File: src/pkg/dsos_defines.svh
// Constants for the daily switch output scheduler
`ifndef DSOS_DEFINES_SVH
`define DSOS_DEFINES_SVH
`define DSOS_ADDR_STATUS 4'h0
`define DSOS_ADDR_CONFIG 4'h4
`define DSOS_CFG_MODE1 1:0
`define DSOS_CFG_MODE2 3:2
`define DSOS_CFG_OPEN 4
`define DSOS_ST_SW1 0
`define DSOS_ST_SW2 1
`define DSOS_ST_UNSET 2
`define DSOS_ST_STATE 7:4
`define DSOS_HOURS 6'h18
`define DSOS_MINSEC 6'h3c
`define DSOS_CHARS 6'h24
`define DSOS_CODE_ZERO 24'h000000
`define DSOS_FIELD_LAST 2'h2
`define DSOS_SUB_ONE 3'h2
`define DSOS_SUB_TWO 3'h4
`define DSOS_SUB_ACCESS 3'h1
`define DSOS_ITEM_ACCESS 2'h2
`define DSOS_ITEM_LOCK 2'h3
`define DSOS_SLOT_ON1 0
`define DSOS_SLOT_OFF1 1
`define DSOS_SLOT_ON2 2
`define DSOS_SLOT_OFF2 3
`endif

File: src/pkg/dsos_pkg.sv
// Types for the daily switch output scheduler
package dsos_pkg;
  typedef enum logic [1:0] {
    DSOS_OFF = 2'b00,
    DSOS_ONE = 2'b01,
    DSOS_TWO = 2'b10
  } dsos_mode_t;
  typedef struct packed {
    logic [4:0] h;
    logic [5:0] m;
    logic [5:0] s;
  } dsos_hms_t;
  typedef enum logic [3:0] {
    DSOS_S_DISP = 4'b0000,
    DSOS_S_LOCK = 4'b0001,
    DSOS_S_MENU = 4'b0010,
    DSOS_S_SUB = 4'b0011,
    DSOS_S_EN = 4'b0100,
    DSOS_S_TIME = 4'b0101,
    DSOS_S_CODE = 4'b0110,
    DSOS_S_OPCODE = 4'b0111,
    DSOS_S_OPSEL = 4'b1000
  } dsos_state_t;
endpackage

File: src/logic/dsos_time_cmp.sv
// Per-output time-of-day comparator and switch state
`timescale 1ns/1ps
`default_nettype none
`include "dsos_defines.svh"
module dsos_time_cmp
  import dsos_pkg::*;
(
  input wire logic clk_sys,
  input wire logic srst,
  input wire logic sec_tick,
  input wire dsos_hms_t tod,
  input wire dsos_mode_t mode,
  input wire dsos_hms_t [3:0] times,
  output logic sw_r
);
  // Off wins when on and off times coincide, so a bad setup fails open
  always_ff @(posedge clk_sys)
  begin
    if (srst)
      sw_r <= 1'b0;
    else
    begin
      unique case (mode)
        DSOS_OFF: sw_r <= 1'b0;
        DSOS_ONE:
        begin
          if (sec_tick && tod == times[`DSOS_SLOT_OFF1])
            sw_r <= 1'b0;
          else if (sec_tick && tod == times[`DSOS_SLOT_ON1])
            sw_r <= 1'b1;
        end
        DSOS_TWO:
        begin
          if (sec_tick && (tod == times[`DSOS_SLOT_OFF1] ||
              tod == times[`DSOS_SLOT_OFF2]))
            sw_r <= 1'b0;
          else if (sec_tick && (tod == times[`DSOS_SLOT_ON1] ||
                   tod == times[`DSOS_SLOT_ON2]))
            sw_r <= 1'b1;
        end
        default: sw_r <= 1'b0;
      endcase
    end
  end
endmodule
`default_nettype wire

File: src/logic/dsos_sched.sv
// Daily switch output scheduler with menu, codes and registers
`timescale 1ns/1ps
`default_nettype none
`include "dsos_defines.svh"
module dsos_sched
  import dsos_pkg::*;
#(
  parameter int ADDR_W = 4,
  parameter int DATA_W = 32
)
(
  input wire logic clk_sys,
  input wire logic srst,
  input wire logic btn_prog,
  input wire logic btn_enter,
  input wire logic btn_up,
  input wire logic btn_down,
  input wire logic sec_tick,
  input wire dsos_hms_t tod,
  input wire logic time_set,
  input wire logic [ADDR_W-1:0] bus_addr,
  input wire logic [DATA_W-1:0] bus_wdata,
  input wire logic bus_wr,
  input wire logic bus_rd,
  output logic [DATA_W-1:0] bus_rdata_r,
  output logic first_switch_output,
  output logic second_switch_output,
  output logic first_indicator,
  output logic second_indicator,
  output logic clock_unset_r,
  output dsos_state_t state_r
);
  if (ADDR_W < 3 || DATA_W < 8)
  begin : g_chk
    $error("dsos_sched: bus too narrow");
  end

  logic [1:0] item_r;
  logic [2:0] sub_r;
  logic [2:0] sel_r;
  logic [2:0] tidx_r;
  logic [1:0] field_r;
  logic ret_op_r;
  logic [1:0] pos_r;
  logic [23:0] ent_r;
  logic [23:0] lock_r;
  logic [23:0] lockp_r;
  logic [23:0] acc_r;
  logic [23:0] accp_r;
  dsos_mode_t [1:0] mode_r;
  logic op_en_r;
  dsos_hms_t [7:0] times_r;
  logic [1:0] sw;

  function automatic logic [5:0] step(input logic [5:0] v,
                                      input logic [5:0] lim,
                                      input logic up);
    if (up)
      return (v == lim - 6'h1) ? 6'h0 : v + 6'h1;
    return (v == 6'h0) ? lim - 6'h1 : v - 6'h1;
  endfunction

  function automatic logic [2:0] sub_max(input dsos_mode_t m);
    unique case (m)
      DSOS_ONE: return `DSOS_SUB_ONE;
      DSOS_TWO: return `DSOS_SUB_TWO;
      default: return 3'h0;
    endcase
  endfunction

  function automatic logic slot_ok(input logic [2:0] s,
                                   input dsos_mode_t m0,
                                   input dsos_mode_t m1);
    dsos_mode_t m;
    m = s[2] ? m1 : m0;
    unique case (m)
      DSOS_ONE: return !s[1];
      DSOS_TWO: return 1'b1;
      default: return 1'b0;
    endcase
  endfunction

  // Walks to the next slot the operator may see, skipping hidden ones
  function automatic logic [2:0] next_slot(input logic [2:0] s,
                                           input logic up,
                                           input dsos_mode_t m0,
                                           input dsos_mode_t m1);
    logic [2:0] c;
    logic [2:0] r;
    logic f;
    c = s;
    r = s;
    f = 1'b0;
    for (int i = 0; i < 8; i++)
    begin
      c = up ? c + 3'h1 : c - 3'h1;
      if (!f && slot_ok(c, m0, m1))
      begin
        r = c;
        f = 1'b1;
      end
    end
    return r;
  endfunction

  logic pe;
  logic pu;
  logic up_dn;
  logic lock_zero;
  logic acc_zero;
  logic [2:0] first_slot;
  logic first_ok;
  logic [2:0] smax;
  logic [2:0] sm1;
  logic in_code;
  logic [5:0] cur_ch;
  logic [5:0] fv;
  logic [5:0] flim;
  logic [5:0] fnv;

  assign pe = btn_prog & btn_enter;
  assign pu = btn_prog & btn_up;
  assign up_dn = (btn_up ^ btn_down) & ~btn_prog & ~btn_enter;
  assign lock_zero = lock_r == `DSOS_CODE_ZERO;
  assign acc_zero = acc_r == `DSOS_CODE_ZERO;
  assign first_slot = next_slot(3'h7, 1'b1, mode_r[0], mode_r[1]);
  assign first_ok = slot_ok(first_slot, mode_r[0], mode_r[1]);
  assign smax = (item_r == `DSOS_ITEM_ACCESS) ? `DSOS_SUB_ACCESS :
                sub_max(mode_r[item_r[0]]);
  assign sm1 = sub_r - 3'h1;
  assign in_code = state_r == DSOS_S_LOCK || state_r == DSOS_S_OPCODE ||
                   state_r == DSOS_S_CODE;
  assign cur_ch = ent_r[6*pos_r +: 6];

  always_comb
  begin
    fv = {1'b0, times_r[tidx_r].h};
    flim = `DSOS_HOURS;
    if (field_r == 2'h1)
    begin
      fv = times_r[tidx_r].m;
      flim = `DSOS_MINSEC;
    end
    else if (field_r == `DSOS_FIELD_LAST)
    begin
      fv = times_r[tidx_r].s;
      flim = `DSOS_MINSEC;
    end
    fnv = step(fv, flim, btn_up);
  end

  // Menu navigation
  always_ff @(posedge clk_sys)
  begin
    if (srst)
    begin
      state_r <= DSOS_S_DISP;
      item_r <= 2'h0;
      sub_r <= 3'h0;
      sel_r <= 3'h0;
      tidx_r <= 3'h0;
      field_r <= 2'h0;
      ret_op_r <= 1'b0;
    end
    else
    begin
      unique case (state_r)
        DSOS_S_DISP:
        begin
          if (pe)
          begin
            state_r <= lock_zero ? DSOS_S_MENU : DSOS_S_LOCK;
            item_r <= 2'h0;
          end
          else if (pu && op_en_r)
          begin
            if (!acc_zero)
              state_r <= DSOS_S_OPCODE;
            else if (first_ok)
            begin
              state_r <= DSOS_S_OPSEL;
              sel_r <= first_slot;
            end
          end
        end
        DSOS_S_LOCK:
          if (btn_enter)
            state_r <= (ent_r == lock_r) ? DSOS_S_MENU : DSOS_S_DISP;
        DSOS_S_OPCODE:
          if (btn_enter)
          begin
            if (ent_r == acc_r && first_ok)
            begin
              state_r <= DSOS_S_OPSEL;
              sel_r <= first_slot;
            end
            else
              state_r <= DSOS_S_DISP;
          end
        DSOS_S_MENU:
        begin
          if (btn_enter)
            state_r <= DSOS_S_DISP;
          else if (btn_prog)
          begin
            state_r <= (item_r == `DSOS_ITEM_LOCK) ? DSOS_S_CODE : DSOS_S_SUB;
            sub_r <= 3'h0;
          end
          else if (up_dn)
            item_r <= btn_up ? item_r + 2'h1 : item_r - 2'h1;
        end
        DSOS_S_SUB:
        begin
          if (btn_enter)
            state_r <= DSOS_S_MENU;
          else if (btn_prog)
          begin
            if (sub_r == 3'h0)
              state_r <= DSOS_S_EN;
            else if (item_r == `DSOS_ITEM_ACCESS)
              state_r <= DSOS_S_CODE;
            else
            begin
              state_r <= DSOS_S_TIME;
              tidx_r <= {item_r[0], sm1[1:0]};
              field_r <= 2'h0;
              ret_op_r <= 1'b0;
            end
          end
          else if (up_dn)
          begin
            // Hidden time settings are never reachable here
            if (btn_up)
              sub_r <= (sub_r >= smax) ? 3'h0 : sub_r + 3'h1;
            else
              sub_r <= (sub_r == 3'h0) ? smax : sub_r - 3'h1;
          end
        end
        DSOS_S_EN:
          if (btn_enter)
          begin
            state_r <= DSOS_S_SUB;
            sub_r <= 3'h0;
          end
        DSOS_S_TIME:
        begin
          if (btn_enter)
            state_r <= ret_op_r ? DSOS_S_OPSEL : DSOS_S_SUB;
          else if (btn_prog)
            field_r <= (field_r == `DSOS_FIELD_LAST) ? 2'h0 :
                       field_r + 2'h1;
        end
        DSOS_S_CODE:
          if (btn_enter)
            state_r <= (item_r == `DSOS_ITEM_ACCESS) ? DSOS_S_SUB :
                       DSOS_S_MENU;
        DSOS_S_OPSEL:
        begin
          if (btn_enter)
            state_r <= DSOS_S_DISP;
          else if (btn_prog)
          begin
            state_r <= DSOS_S_TIME;
            tidx_r <= sel_r;
            field_r <= 2'h0;
            ret_op_r <= 1'b1;
          end
          else if (up_dn)
            sel_r <= next_slot(sel_r, btn_up, mode_r[0], mode_r[1]);
        end
        default: state_r <= DSOS_S_DISP;
      endcase
    end
  end

  // Codes: pending values are edited, active values follow in display
  always_ff @(posedge clk_sys)
  begin
    if (srst)
    begin
      lock_r <= `DSOS_CODE_ZERO;
      lockp_r <= `DSOS_CODE_ZERO;
      acc_r <= `DSOS_CODE_ZERO;
      accp_r <= `DSOS_CODE_ZERO;
      ent_r <= `DSOS_CODE_ZERO;
      pos_r <= 2'h0;
    end
    else
    begin
      if (state_r == DSOS_S_DISP)
      begin
        lock_r <= lockp_r;
        acc_r <= accp_r;
      end
      if (state_r == DSOS_S_DISP && (pe || pu))
      begin
        ent_r <= `DSOS_CODE_ZERO;
        pos_r <= 2'h0;
      end
      else if (state_r == DSOS_S_MENU && !btn_enter && btn_prog &&
               item_r == `DSOS_ITEM_LOCK)
      begin
        ent_r <= lockp_r;
        pos_r <= 2'h0;
      end
      else if (state_r == DSOS_S_SUB && !btn_enter && btn_prog &&
               item_r == `DSOS_ITEM_ACCESS && sub_r != 3'h0)
      begin
        ent_r <= accp_r;
        pos_r <= 2'h0;
      end
      else if (in_code)
      begin
        if (btn_enter)
        begin
          if (state_r == DSOS_S_CODE && item_r == `DSOS_ITEM_LOCK)
            lockp_r <= ent_r;
          else if (state_r == DSOS_S_CODE)
            accp_r <= ent_r;
        end
        else if (btn_prog)
          pos_r <= pos_r + 2'h1;
        else if (up_dn)
          ent_r[6*pos_r +: 6] <= step(cur_ch, `DSOS_CHARS, btn_up);
      end
    end
  end

  // Enable settings; a bus write takes priority over the menu
  always_ff @(posedge clk_sys)
  begin
    if (srst)
    begin
      mode_r[0] <= DSOS_OFF;
      mode_r[1] <= DSOS_OFF;
      op_en_r <= 1'b0;
    end
    else if (bus_wr && bus_addr == `DSOS_ADDR_CONFIG)
    begin
      mode_r[0] <= dsos_mode_t'(bus_wdata[`DSOS_CFG_MODE1]);
      mode_r[1] <= dsos_mode_t'(bus_wdata[`DSOS_CFG_MODE2]);
      op_en_r <= bus_wdata[`DSOS_CFG_OPEN];
    end
    else if (state_r == DSOS_S_EN && up_dn)
    begin
      if (item_r == `DSOS_ITEM_ACCESS)
        op_en_r <= ~op_en_r;
      else
        unique case (mode_r[item_r[0]])
          DSOS_OFF: mode_r[item_r[0]] <= btn_up ? DSOS_ONE : DSOS_TWO;
          DSOS_ONE: mode_r[item_r[0]] <= btn_up ? DSOS_TWO : DSOS_OFF;
          default: mode_r[item_r[0]] <= btn_up ? DSOS_OFF : DSOS_ONE;
        endcase
    end
  end

  // Stored times live apart from the enables, so enables never touch them
  always_ff @(posedge clk_sys)
  begin
    if (srst)
      times_r <= '0;
    else if (state_r == DSOS_S_TIME && up_dn)
    begin
      unique case (field_r)
        2'h0: times_r[tidx_r].h <= fnv[4:0];
        2'h1: times_r[tidx_r].m <= fnv;
        default: times_r[tidx_r].s <= fnv;
      endcase
    end
  end

  always_ff @(posedge clk_sys)
  begin
    if (srst)
      clock_unset_r <= 1'b1;
    else if (time_set)
      clock_unset_r <= 1'b0;
  end

  always_ff @(posedge clk_sys)
  begin
    if (srst)
      bus_rdata_r <= '0;
    else
    begin
      bus_rdata_r <= '0;
      if (bus_rd && bus_addr == `DSOS_ADDR_STATUS)
      begin
        bus_rdata_r[`DSOS_ST_SW1] <= sw[0];
        bus_rdata_r[`DSOS_ST_SW2] <= sw[1];
        bus_rdata_r[`DSOS_ST_UNSET] <= clock_unset_r;
        bus_rdata_r[`DSOS_ST_STATE] <= state_r;
      end
      else if (bus_rd && bus_addr == `DSOS_ADDR_CONFIG)
      begin
        bus_rdata_r[`DSOS_CFG_MODE1] <= mode_r[0];
        bus_rdata_r[`DSOS_CFG_MODE2] <= mode_r[1];
        bus_rdata_r[`DSOS_CFG_OPEN] <= op_en_r;
      end
    end
  end

  for (genvar g = 0; g < 2; g++)
  begin : g_out
    dsos_time_cmp u_cmp (
      .clk_sys(clk_sys),
      .srst(srst),
      .sec_tick(sec_tick),
      .tod(tod),
      .mode(mode_r[g]),
      .times(times_r[4*g +: 4]),
      .sw_r(sw[g])
    );
  end

  // Switch and its lamp share one flop so they can never disagree
  assign first_switch_output = sw[0];
  assign second_switch_output = sw[1];
  assign first_indicator = sw[0];
  assign second_indicator = sw[1];

  a_disabled_open:
    assert property (@(posedge clk_sys) disable iff (srst)
      mode_r[0] == DSOS_OFF |=> !sw[0])
    else $error("disabled output closed");
  a_on_match_closes:
    assert property (@(posedge clk_sys) disable iff (srst)
      sec_tick && (mode_r[1] == DSOS_ONE || mode_r[1] == DSOS_TWO)
      && tod == times_r[4] && tod != times_r[5]
      && (mode_r[1] != DSOS_TWO || tod != times_r[7])
      && $stable(mode_r[1]) |=> sw[1])
    else $error("on match did not close");
  a_one_pair_only:
    assert property (@(posedge clk_sys) disable iff (srst)
      mode_r[0] == DSOS_ONE && $stable(mode_r[0]) && sw[0]
      && !(sec_tick && (tod == times_r[1] || tod == times_r[0]))
      |=> sw[0])
    else $error("second pair used in one pair mode");
  a_sub_hidden:
    assert property (@(posedge clk_sys) disable iff (srst)
      state_r == DSOS_S_SUB && item_r != `DSOS_ITEM_ACCESS
      |-> sub_r <= sub_max(mode_r[item_r[0]]))
    else $error("hidden time setting offered");
  a_en_keeps_times:
    assert property (@(posedge clk_sys) disable iff (srst)
      state_r == DSOS_S_EN |=> times_r == $past(times_r))
    else $error("enable edit changed a time");
  a_field_order:
    assert property (@(posedge clk_sys) disable iff (srst)
      state_r == DSOS_S_TIME && field_r == 2'h0 && btn_prog && !btn_enter
      |=> state_r == DSOS_S_TIME && field_r == 2'h1)
    else $error("field did not go hours to minutes");
  a_edit_from_hours:
    assert property (@(posedge clk_sys) disable iff (srst)
      state_r == DSOS_S_TIME && $past(state_r) != DSOS_S_TIME
      |-> field_r == 2'h0)
    else $error("time edit did not start at hours");
  a_lamp_follows:
    assert property (@(posedge clk_sys) disable iff (srst)
      first_indicator == first_switch_output
      && second_indicator == second_switch_output)
    else $error("indicator differs from switch");
  a_op_entry:
    assert property (@(posedge clk_sys) disable iff (srst)
      state_r == DSOS_S_DISP && !pe && pu && op_en_r && acc_zero
      && first_ok |=> state_r == DSOS_S_OPSEL)
    else $error("operator menu not opened");
  a_op_code_gate:
    assert property (@(posedge clk_sys) disable iff (srst)
      state_r == DSOS_S_DISP && !pe && pu && op_en_r && !acc_zero
      |=> state_r == DSOS_S_OPCODE)
    else $error("operator code skipped");
  a_lock_gate:
    assert property (@(posedge clk_sys) disable iff (srst)
      state_r == DSOS_S_DISP && pe
      |=> state_r == ($past(lock_zero) ? DSOS_S_MENU : DSOS_S_LOCK))
    else $error("lock code gate wrong");
  a_code_digit:
    assert property (@(posedge clk_sys) disable iff (srst)
      in_code && btn_prog && !btn_enter |=> pos_r == $past(pos_r) + 2'h1)
    else $error("code position did not advance");
  a_code_deferred:
    assert property (@(posedge clk_sys) disable iff (srst)
      state_r != DSOS_S_DISP |=> lock_r == $past(lock_r))
    else $error("lock code changed inside menu");
  a_unset_holds:
    assert property (@(posedge clk_sys) disable iff (srst)
      clock_unset_r && !time_set |=> clock_unset_r)
    else $error("clock unset cleared without set time");
endmodule
`default_nettype wire

File: config.mk
export PLATFORM = sky130hd
export DESIGN_NAME = dsos_sched
export DESIGN_NICKNAME = d
export VERILOG_FILES = /design/src/pkg/dsos_pkg.sv /design/src/logic/dsos_time_cmp.sv /design/src/logic/dsos_sched.sv
export VERILOG_INCLUDE_DIRS = /design/src /design/src/pkg
export SDC_FILE = /design/constraint.sdc
export NUM_CORES = 1
export LEC_CHECK = 0
export BUFFER_PORTS_ARGS = -buffer_cell sky130_fd_sc_hd__buf_4
export CORE_MARGIN = 8
export CORE_UTILIZATION = 50
export DETAILED_ROUTE_END_ITERATION = 8
export PLACE_DENSITY_LB_ADDON = 0.15
export SYNTH_ARGS = -nofsm -noshare
export SYNTH_HDL_FRONTEND = slang
export SYNTH_HIERARCHICAL = 1
export SYNTH_SLANG_ARGS = --single-unit
File: constraint.sdc
create_clock -name clk_sys -period 9.4 [get_ports clk_sys]
set_input_delay 0.47 -clock clk_sys [delete_from_list [all_inputs] [get_ports clk_sys]]
set_output_delay 0.47 -clock clk_sys [all_outputs]
set_load 0.02 [all_outputs]
; Word-level counts from Yosys, hierarchy flattened
; Cells that the tools add are included.
[word_totals]
reg_bits = 316
wordCells = 586
[op_classes]
n_reduce_logical = 110
add_sub_neg = 28
shifts = 3
bitwise = 14
multipliers = 1
eq_ne = 89
n_lt_le_gt_ge = 5
n_mux = 289
[ops]
columns = op, count
row1 = bitwise mux 136 bit, 3
row2 = case mux 136 bit (2 select lines), 1
row3 = demux 17 bit (select 3 bit), 3
row4 = 2-to-1 mux 3 bit, 51
row5 = 2-to-1 mux 24 bit, 6
row6 = equality test 17 bit, 8
row7 = 2-to-1 mux 6 bit, 21
row8 = 2-to-1 mux 1 bit, 122
row9 = 2-to-1 mux 4 bit, 20
row10 = 2-to-1 mux 2 bit, 32
row11 = "!= test 2 bit, second input constant", 26
row12 = binary-select mux 17 bit (select 3 bit), 1
row13 = equality test 24 bit, 2
row14 = logical NOT 24 bit, 2
row15 = logical AND 1 bit, 40
row16 = case mux 4 bit (9 select lines), 1
row17 = 2-to-1 mux 17 bit, 2
row18 = negation 5 -> 34 bit, 1
row19 = "variable shift 6 x 34 -> 24 bit, first input constant", 1
row20 = indexed part select 6 x 34 -> 24 bit, 1
row21 = "equality test 2 bit, second input constant", 15
row22 = "adder 3 x 1 -> 3 bit, second input constant", 9
row23 = "subtractor 3 x 1 -> 3 bit, second input constant", 9
row24 = "equality test 2 x 1 -> 1 bit, second input constant", 13
row25 = 56 further kinds, 149

; Longest topological paths before layout
[logic_depth]
depth_word = 71
mapped_depth = 22

; Modules after synthesis
; Netlist, hierarchy kept.
[modules_own_cells]
columns = mod, instances, area_per_inst_um2, seq_area_each_um2, cells_each
row1 = dsos_sched, 1, 16428.3, 5805.6, 2003
row2 = dsos_time_cmp, 2, 843.3, 20.0, 103

; Least setup slack after synthesis
; No wires, ideal clock.
[synth_timing]
kind = input-to-reg
startpoint = input port btn_up
endpoint = register sel_r[1]
path_stages = 19
path_buffers = 2
path_slack_ns = 4.962
t_arrival_ns = 4.352
path_cell_list = buf_2 inv_1 buf_1 ha_1 nor2b_1 o31ai_1 xor2_2 xor2_1 nor2_1 a21o_1 ha_1 a21oi_1 nor2_1 nand3_1 nand2_1 a221oi_1 a2111oi_0 a21o_1 a211oi_1
[synth_between]
elab_chain_len = 70
word_cells_on_any_way = 179
classes_between = add/sub: 14 / eq/ne: 19 / mux: 118 / bitwise: 4 / reduce/logical: 24
[synth_rtl]
columns = element, line_no
row1 = from (decl), dsos_sched.sv:16  ; input wire logic btn_up,
row2 = 2-to-1 mux 3 bit, dsos_sched.sv:96  ; c = up ? c + 3'h1 : c - 3'h1;
row3 = 2-to-1 mux 2 bit, dsos_sched.sv:75  ; m = s[2] ? m1 : m0;
row4 = equality test 2 bit / equality test 2 x 1 -> 1 bit (equally long branches), dsos_sched.sv:76  ; unique case (m)
row5 = case mux 1 bit (2 select lines), dsos_sched.sv:76
row6 = 2-to-1 mux 1 bit, dsos_sched.sv:268  ; else if (up_dn)
row7 = 2-to-1 mux 1 bit, dsos_sched.sv:261  ; else if (btn_prog)
row8 = 2-to-1 mux 1 bit, dsos_sched.sv:259  ; if (btn_enter)
row9 = 2-to-1 mux 1 bit, dsos_sched.sv:167  ; unique case (state_r)
row10 = (+54 left out), -
row11 = 2-to-1 mux 1 bit, dsos_sched.sv:155  ; if (srst)
row12 = logical NOT 1 bit, dsos_sched.sv:97  ; if (!f && slot_ok(c, m0, m1))
row13 = logical AND 1 bit, dsos_sched.sv:97
row14 = 2-to-1 mux 3 bit, dsos_sched.sv:97
row15 = 2-to-1 mux 3 bit, dsos_sched.sv:268
row16 = 2-to-1 mux 3 bit, dsos_sched.sv:261
row17 = 2-to-1 mux 3 bit, dsos_sched.sv:259
row18 = case mux 3 bit (3 select lines), dsos_sched.sv:167
row19 = to (signal assigned), dsos_sched.sv:182  ; sel_r <= first_slot;
row20 = to (signal assigned), dsos_sched.sv:195  ; sel_r <= first_slot;
row21 = to (signal assigned), dsos_sched.sv:269  ; sel_r <= next_slot(sel_r, btn_up, mode_r[0], mode_r[1]);
row22 = to (decl), dsos_sched.sv:40  ; logic [2:0] sel_r;
; Parallel ways exist; a longest one is shown, timed or not. The select of a mux whose other input is x is not followed.
; A chain may end at the register's enable or synchronous reset.

; Worst setup path in the final report
[layout_timing]
startpoint = input port btn_up
endpoint = register sel_r[0]
; The elaborated chain is that of the path after synthesis.

==> run summary <==
YOSYS
--------------------------------------------------------------------------------------
Warnings from Yosys .....................................................            6
Cells after synthesis ...................................................         2209
Avg Cell Area, Syn ......................................................  8.200 sq um
Netlist cell types ......................................................           97
Fraction of the yosys area taken by sequential cells ....................       0.3227
Post-synthesis cell area ................................................  18110 sq um
Top cell type's share of synthesized area ...............................       0.3227
Cell type with the largest total area after synthesis ................... sky130_fd_sc_hd__dfxtp_1
Async set-reset flop share out of synthesis .............................            0
Post-synthesis register bit count .......................................          292
Number of enable-type register cells in the synthesized netlist .........            0
Leading register cell type out of synthesis ............................. sky130_fd_sc_hd__dfxtp_1
Largest cells by area after synthesis ................................... sky130_fd_sc_hd__dfxtp_1 (32%), sky130_fd_sc_hd__xor2_1 (6.8%), sky130_fd_sc_hd__nand2_1 (6.1%)

TIMING
--------------------------------------------------------------------------------------
Worst slew margin relative to its limit .................................       0.2716
Number of failing hold endpoints at the final stage .....................            0
Peak Freq ...............................................................    197.2 MHz
Smallest setup slack after layout .......................................      4328 ps
Final hold slack ........................................................     159.7 ps
Max Transition Viols Final ..............................................            0
Min Tclk post-route .....................................................      5072 ps
Final worst path period share ...........................................       0.5396
Total Negative Setup Slacks .............................................         0 ps
Unrepaired setup endpoints after global routing .........................           no
Clock skew ..............................................................     18.62 ps
Number of setup violations in the final report ..........................            0
Actual transition at the worst max-transition pin .......................      1083 ps

POWER AND IR DROP
--------------------------------------------------------------------------------------
Static leakage ..........................................................     6.957 nW
Power Density ........................................................... 183.9 nW/um^2
Worst supply voltage drop on vdd ........................................  0.0001744 V

FINAL LAYOUT
--------------------------------------------------------------------------------------
Layout fillers ..........................................................         3359
Fraction of final layout cells with drive strength greater than 1 .......       0.1061
Area growth syn-to-layout ...............................................       8.510%
Layout Nets .............................................................         2283
Antenna fix cells .......................................................            0
Area of combinational cells with multiple inputs ........................  11220 sq um
Final non-filler cell total .............................................         2658
Post-route cell area ....................................................  19660 sq um
FF+latch area ...........................................................   5848 sq um

DIE
--------------------------------------------------------------------------------------
Cell Rows ...............................................................           69
Die area ................................................................  42580 sq um
Y dimension of the die ..................................................     206.3 um
Initial core utilization ................................................       0.5081
Die Wd ..................................................................     206.3 um
Number of top-level design ports ........................................          104
Floorplan Core Area .....................................................  35660 sq um

GLOBAL ROUTE
--------------------------------------------------------------------------------------
Number of antenna violations at the first check in global routing .......            0
Largest net degree at the start of global routing .......................          105
Number of global-route vias before repair ...............................       15.92k
Combined global-route utilization of all metal layers ...................       0.2908
First-pass GRT wire length ..............................................     95.82 mm
Leftover overflow at the end of global routing ..........................            0

DETAILED ROUTING
--------------------------------------------------------------------------------------
Ratio of routed vias to standard cells ..................................        6.298
Number of remaining DRC errors ..........................................            0
Routed wirelength normalized by instance count ..........................     23.60 um
Routed wire length ......................................................     62.74 mm
First-pass detailed-route iteration total ...............................            5
Via count ...............................................................       16.74k
Initial DRC count .......................................................         1810
Remaining antenna violation count .......................................            0

CLOCK NETWORK
--------------------------------------------------------------------------------------
Clk sinks ...............................................................          292
Setup bufs post-CTS .....................................................            0
Number of buffers on the longest clock path .............................            3
Clock root buffer ....................................................... sky130_fd_sc_hd__clkbuf_16
CTS tree ................................................................          yes
Post-CTS resize count ...................................................            0
H-Tree Depth ............................................................            2
Clock latency at the later pin of the worst-skew pair ...................       560 ps
CTS buffer count ........................................................           35
Number of buffers inserted by hold repair at cts ........................            0
Clock slew at the register clock pins of the worst setup and hold paths .        60 ps

SETUP PATH
--------------------------------------------------------------------------------------
Startpoint Class ........................................................   input port
Data required time of the critical path .................................      9850 ps
Crit path arrival time ..................................................      5530 ps
Crit Path Class .........................................................    in -> reg
Critical Path End Type ..................................................         flop
Maximum fanout encountered on the critical timing path ..................           40

PLACED DESIGN
--------------------------------------------------------------------------------------
Final weighted congestion in routability-driven placement ...............        1.021
Quantity of I/O buffers inserted on ports ...............................           52
Area of placed instances ................................................  18530 sq um
Placed Instances ........................................................         2597
Dpl hpwl ................................................................     43.65 mm
Pre-CTS setup slack .....................................................      3799 ps

STATUS
--------------------------------------------------------------------------------------
Outcome ................................................................. complete, no violations

JOB
--------------------------------------------------------------------------------------
Max-cap viol count ......................................................            0

WORST HOLD PATH
--------------------------------------------------------------------------------------
Hold WC Path Type .......................................................    in -> reg

[stage by stage]
stage	util	power (W)
after global routing	0.5513	0.003749
final	0.5513	0.003615
after global placement	0.5198	0.002256
after floorplan	-	0.001989
after CTS	0.5513	0.003615
after detailed placement	0.5198	0.002267
[cell usage in the layout (no fill, tap or decap), types with 11 or more instances in the layout]
cell type	instances
sky130_fd_sc_hd__a211oi_1	17
sky130_fd_sc_hd__a21o_1	13
sky130_fd_sc_hd__a21oi_1	187
sky130_fd_sc_hd__a22oi_1	19
sky130_fd_sc_hd__a31oi_1	17
sky130_fd_sc_hd__buf_4	73
sky130_fd_sc_hd__clkbuf_16	36
sky130_fd_sc_hd__conb_1	24
sky130_fd_sc_hd__dfxtp_1	290
sky130_fd_sc_hd__ha_1	46
sky130_fd_sc_hd__inv_1	85
sky130_fd_sc_hd__mux2_2	11
sky130_fd_sc_hd__mux2i_1	47
sky130_fd_sc_hd__nand2_1	292
sky130_fd_sc_hd__nand2b_1	78
sky130_fd_sc_hd__nand3_1	30
sky130_fd_sc_hd__nand3b_1	22
sky130_fd_sc_hd__nand4_1	25
sky130_fd_sc_hd__nor2_1	156
sky130_fd_sc_hd__nor2b_1	11
sky130_fd_sc_hd__nor3_1	43
sky130_fd_sc_hd__nor4_1	55
sky130_fd_sc_hd__o21ai_0	50
sky130_fd_sc_hd__o221ai_1	14
sky130_fd_sc_hd__o22ai_1	40
sky130_fd_sc_hd__o32ai_1	37
sky130_fd_sc_hd__o32ai_2	16
sky130_fd_sc_hd__or3_1	21
sky130_fd_sc_hd__xnor2_1	61
sky130_fd_sc_hd__xor2_1	140
[power breakdown]
group	switching (W)	total, W	leakage [nW]	internal [W]
sequential	0.0000563	0.00131	2.35	0.00126
combinational	0.000680	0.000944	4.05	0.000264
clock	0.000566	0.00136	0.554	0.000794
[area by class of cell]
| class | instances | share of cell area |
|---|---|---|
| well taps | 461 | 0.02934 |
| clock buffers | 49 | 0.05035 |
| flip-flops and latches | 292 | 0.2975 |
| inverters | 88 | 0.01680 |
| multi-input cells | 1682 | 0.5707 |
| repair buffers | 74 | 0.02858 |
| clock inverters | 12 | 0.006747 |
[sequential cells by signal, indices dropped and copies added (netlist names)]
name,flops
ent_r,24
item_r,2
lock_r,24
state_r,4
pos_r,2
mode_r,4
acc_r,24
times_r,136
bus_rdata_r,8
sel_r,3
lockp_r,24
clock_unset_r,1
tidx_r,3
accp_r,24
ret_op_r,1
sub_r,3
op_en_r,1
g_out.u_cmp/sw_r,2
field_r,2
[cells in the mapped netlist (14+ instances only)]
master,n
sky130_fd_sc_hd__buf_4,30
sky130_fd_sc_hd__nand3_1,30
sky130_fd_sc_hd__nand4_1,25
sky130_fd_sc_hd__a22oi_1,19
sky130_fd_sc_hd__o21ai_0,50
sky130_fd_sc_hd__buf_2,14
sky130_fd_sc_hd__nand2_1,293
sky130_fd_sc_hd__ha_1,46
sky130_fd_sc_hd__inv_1,85
sky130_fd_sc_hd__a21oi_1,188
sky130_fd_sc_hd__o22ai_1,40
sky130_fd_sc_hd__nor3_1,44
sky130_fd_sc_hd__or3_1,21
sky130_fd_sc_hd__nand2b_1,78
sky130_fd_sc_hd__nor2_1,157
sky130_fd_sc_hd__clkbuf_1,104
sky130_fd_sc_hd__dfxtp_1,292
sky130_fd_sc_hd__mux2i_1,47
sky130_fd_sc_hd__o32ai_1,37
sky130_fd_sc_hd__o32ai_2,17
sky130_fd_sc_hd__a31oi_1,17
sky130_fd_sc_hd__nor4_1,57
sky130_fd_sc_hd__a211oi_1,17
sky130_fd_sc_hd__o221ai_1,14
sky130_fd_sc_hd__xor2_1,140
sky130_fd_sc_hd__xnor2_1,62
sky130_fd_sc_hd__nand3b_1,22
[cell families (layout without fill, tap and decap cells)]
kind of cell | Yosys count | after routing | share of synthesized area
adder cells (fa/ha/maj) | 47 | 47 | 0.03288
buffers and inverters | 258 | 223 | 0.06693
AND/OR/NAND/NOR | 803 | 803 | 0.2181
AO/OA/AOI/OAI | 527 | 527 | 0.2083
flip-flops | 292 | 292 | 0.3227
multiplexers | 78 | 78 | 0.05229
XOR/XNOR | 203 | 203 | 0.09856
other | 1 | 24 | 0.0002070
[worst max-delay path, cell delays in order]
cell                       delay, ps
sky130_fd_sc_hd__buf_4           430
sky130_fd_sc_hd__inv_1           490
sky130_fd_sc_hd__ha_1            510
sky130_fd_sc_hd__nor2b_1          80
sky130_fd_sc_hd__o31ai_1         380
sky130_fd_sc_hd__xor2_2          460
sky130_fd_sc_hd__xor2_1          570
sky130_fd_sc_hd__nor2_1           90
sky130_fd_sc_hd__a21o_1          190
sky130_fd_sc_hd__ha_1            270
sky130_fd_sc_hd__a21oi_1         380
sky130_fd_sc_hd__nor3_1          120
sky130_fd_sc_hd__nand3b_1        150
sky130_fd_sc_hd__nand2b_1        150
sky130_fd_sc_hd__a21oi_1         110
sky130_fd_sc_hd__nor4_4          310
sky130_fd_sc_hd__a21oi_1         120
sky130_fd_sc_hd__a211oi_1        220
[metal layers]
layer,up-vias,share of wire,global-route usage
met4,0,0.046,0.1326
met2,732,0.46,0.4689
met5,-,0,0
li1,7771,-,-
met1,8075,0.42,0.3809
met3,162,0.075,0.04295
[worst paths after layout]
path                            cells after the start  slack [ps]         start   endpoint
worst max-delay path                               18        4330        btn_up   sel_r[0]
worst max register to register                     16        4440      sel_r[1]   sel_r[0]
worst min-delay path                                3         160  bus_wdata[0]  mode_r[0]
worst min register to register                      2         460     accp_r[5]   acc_r[5]
(Power assumes the default switching activity.)
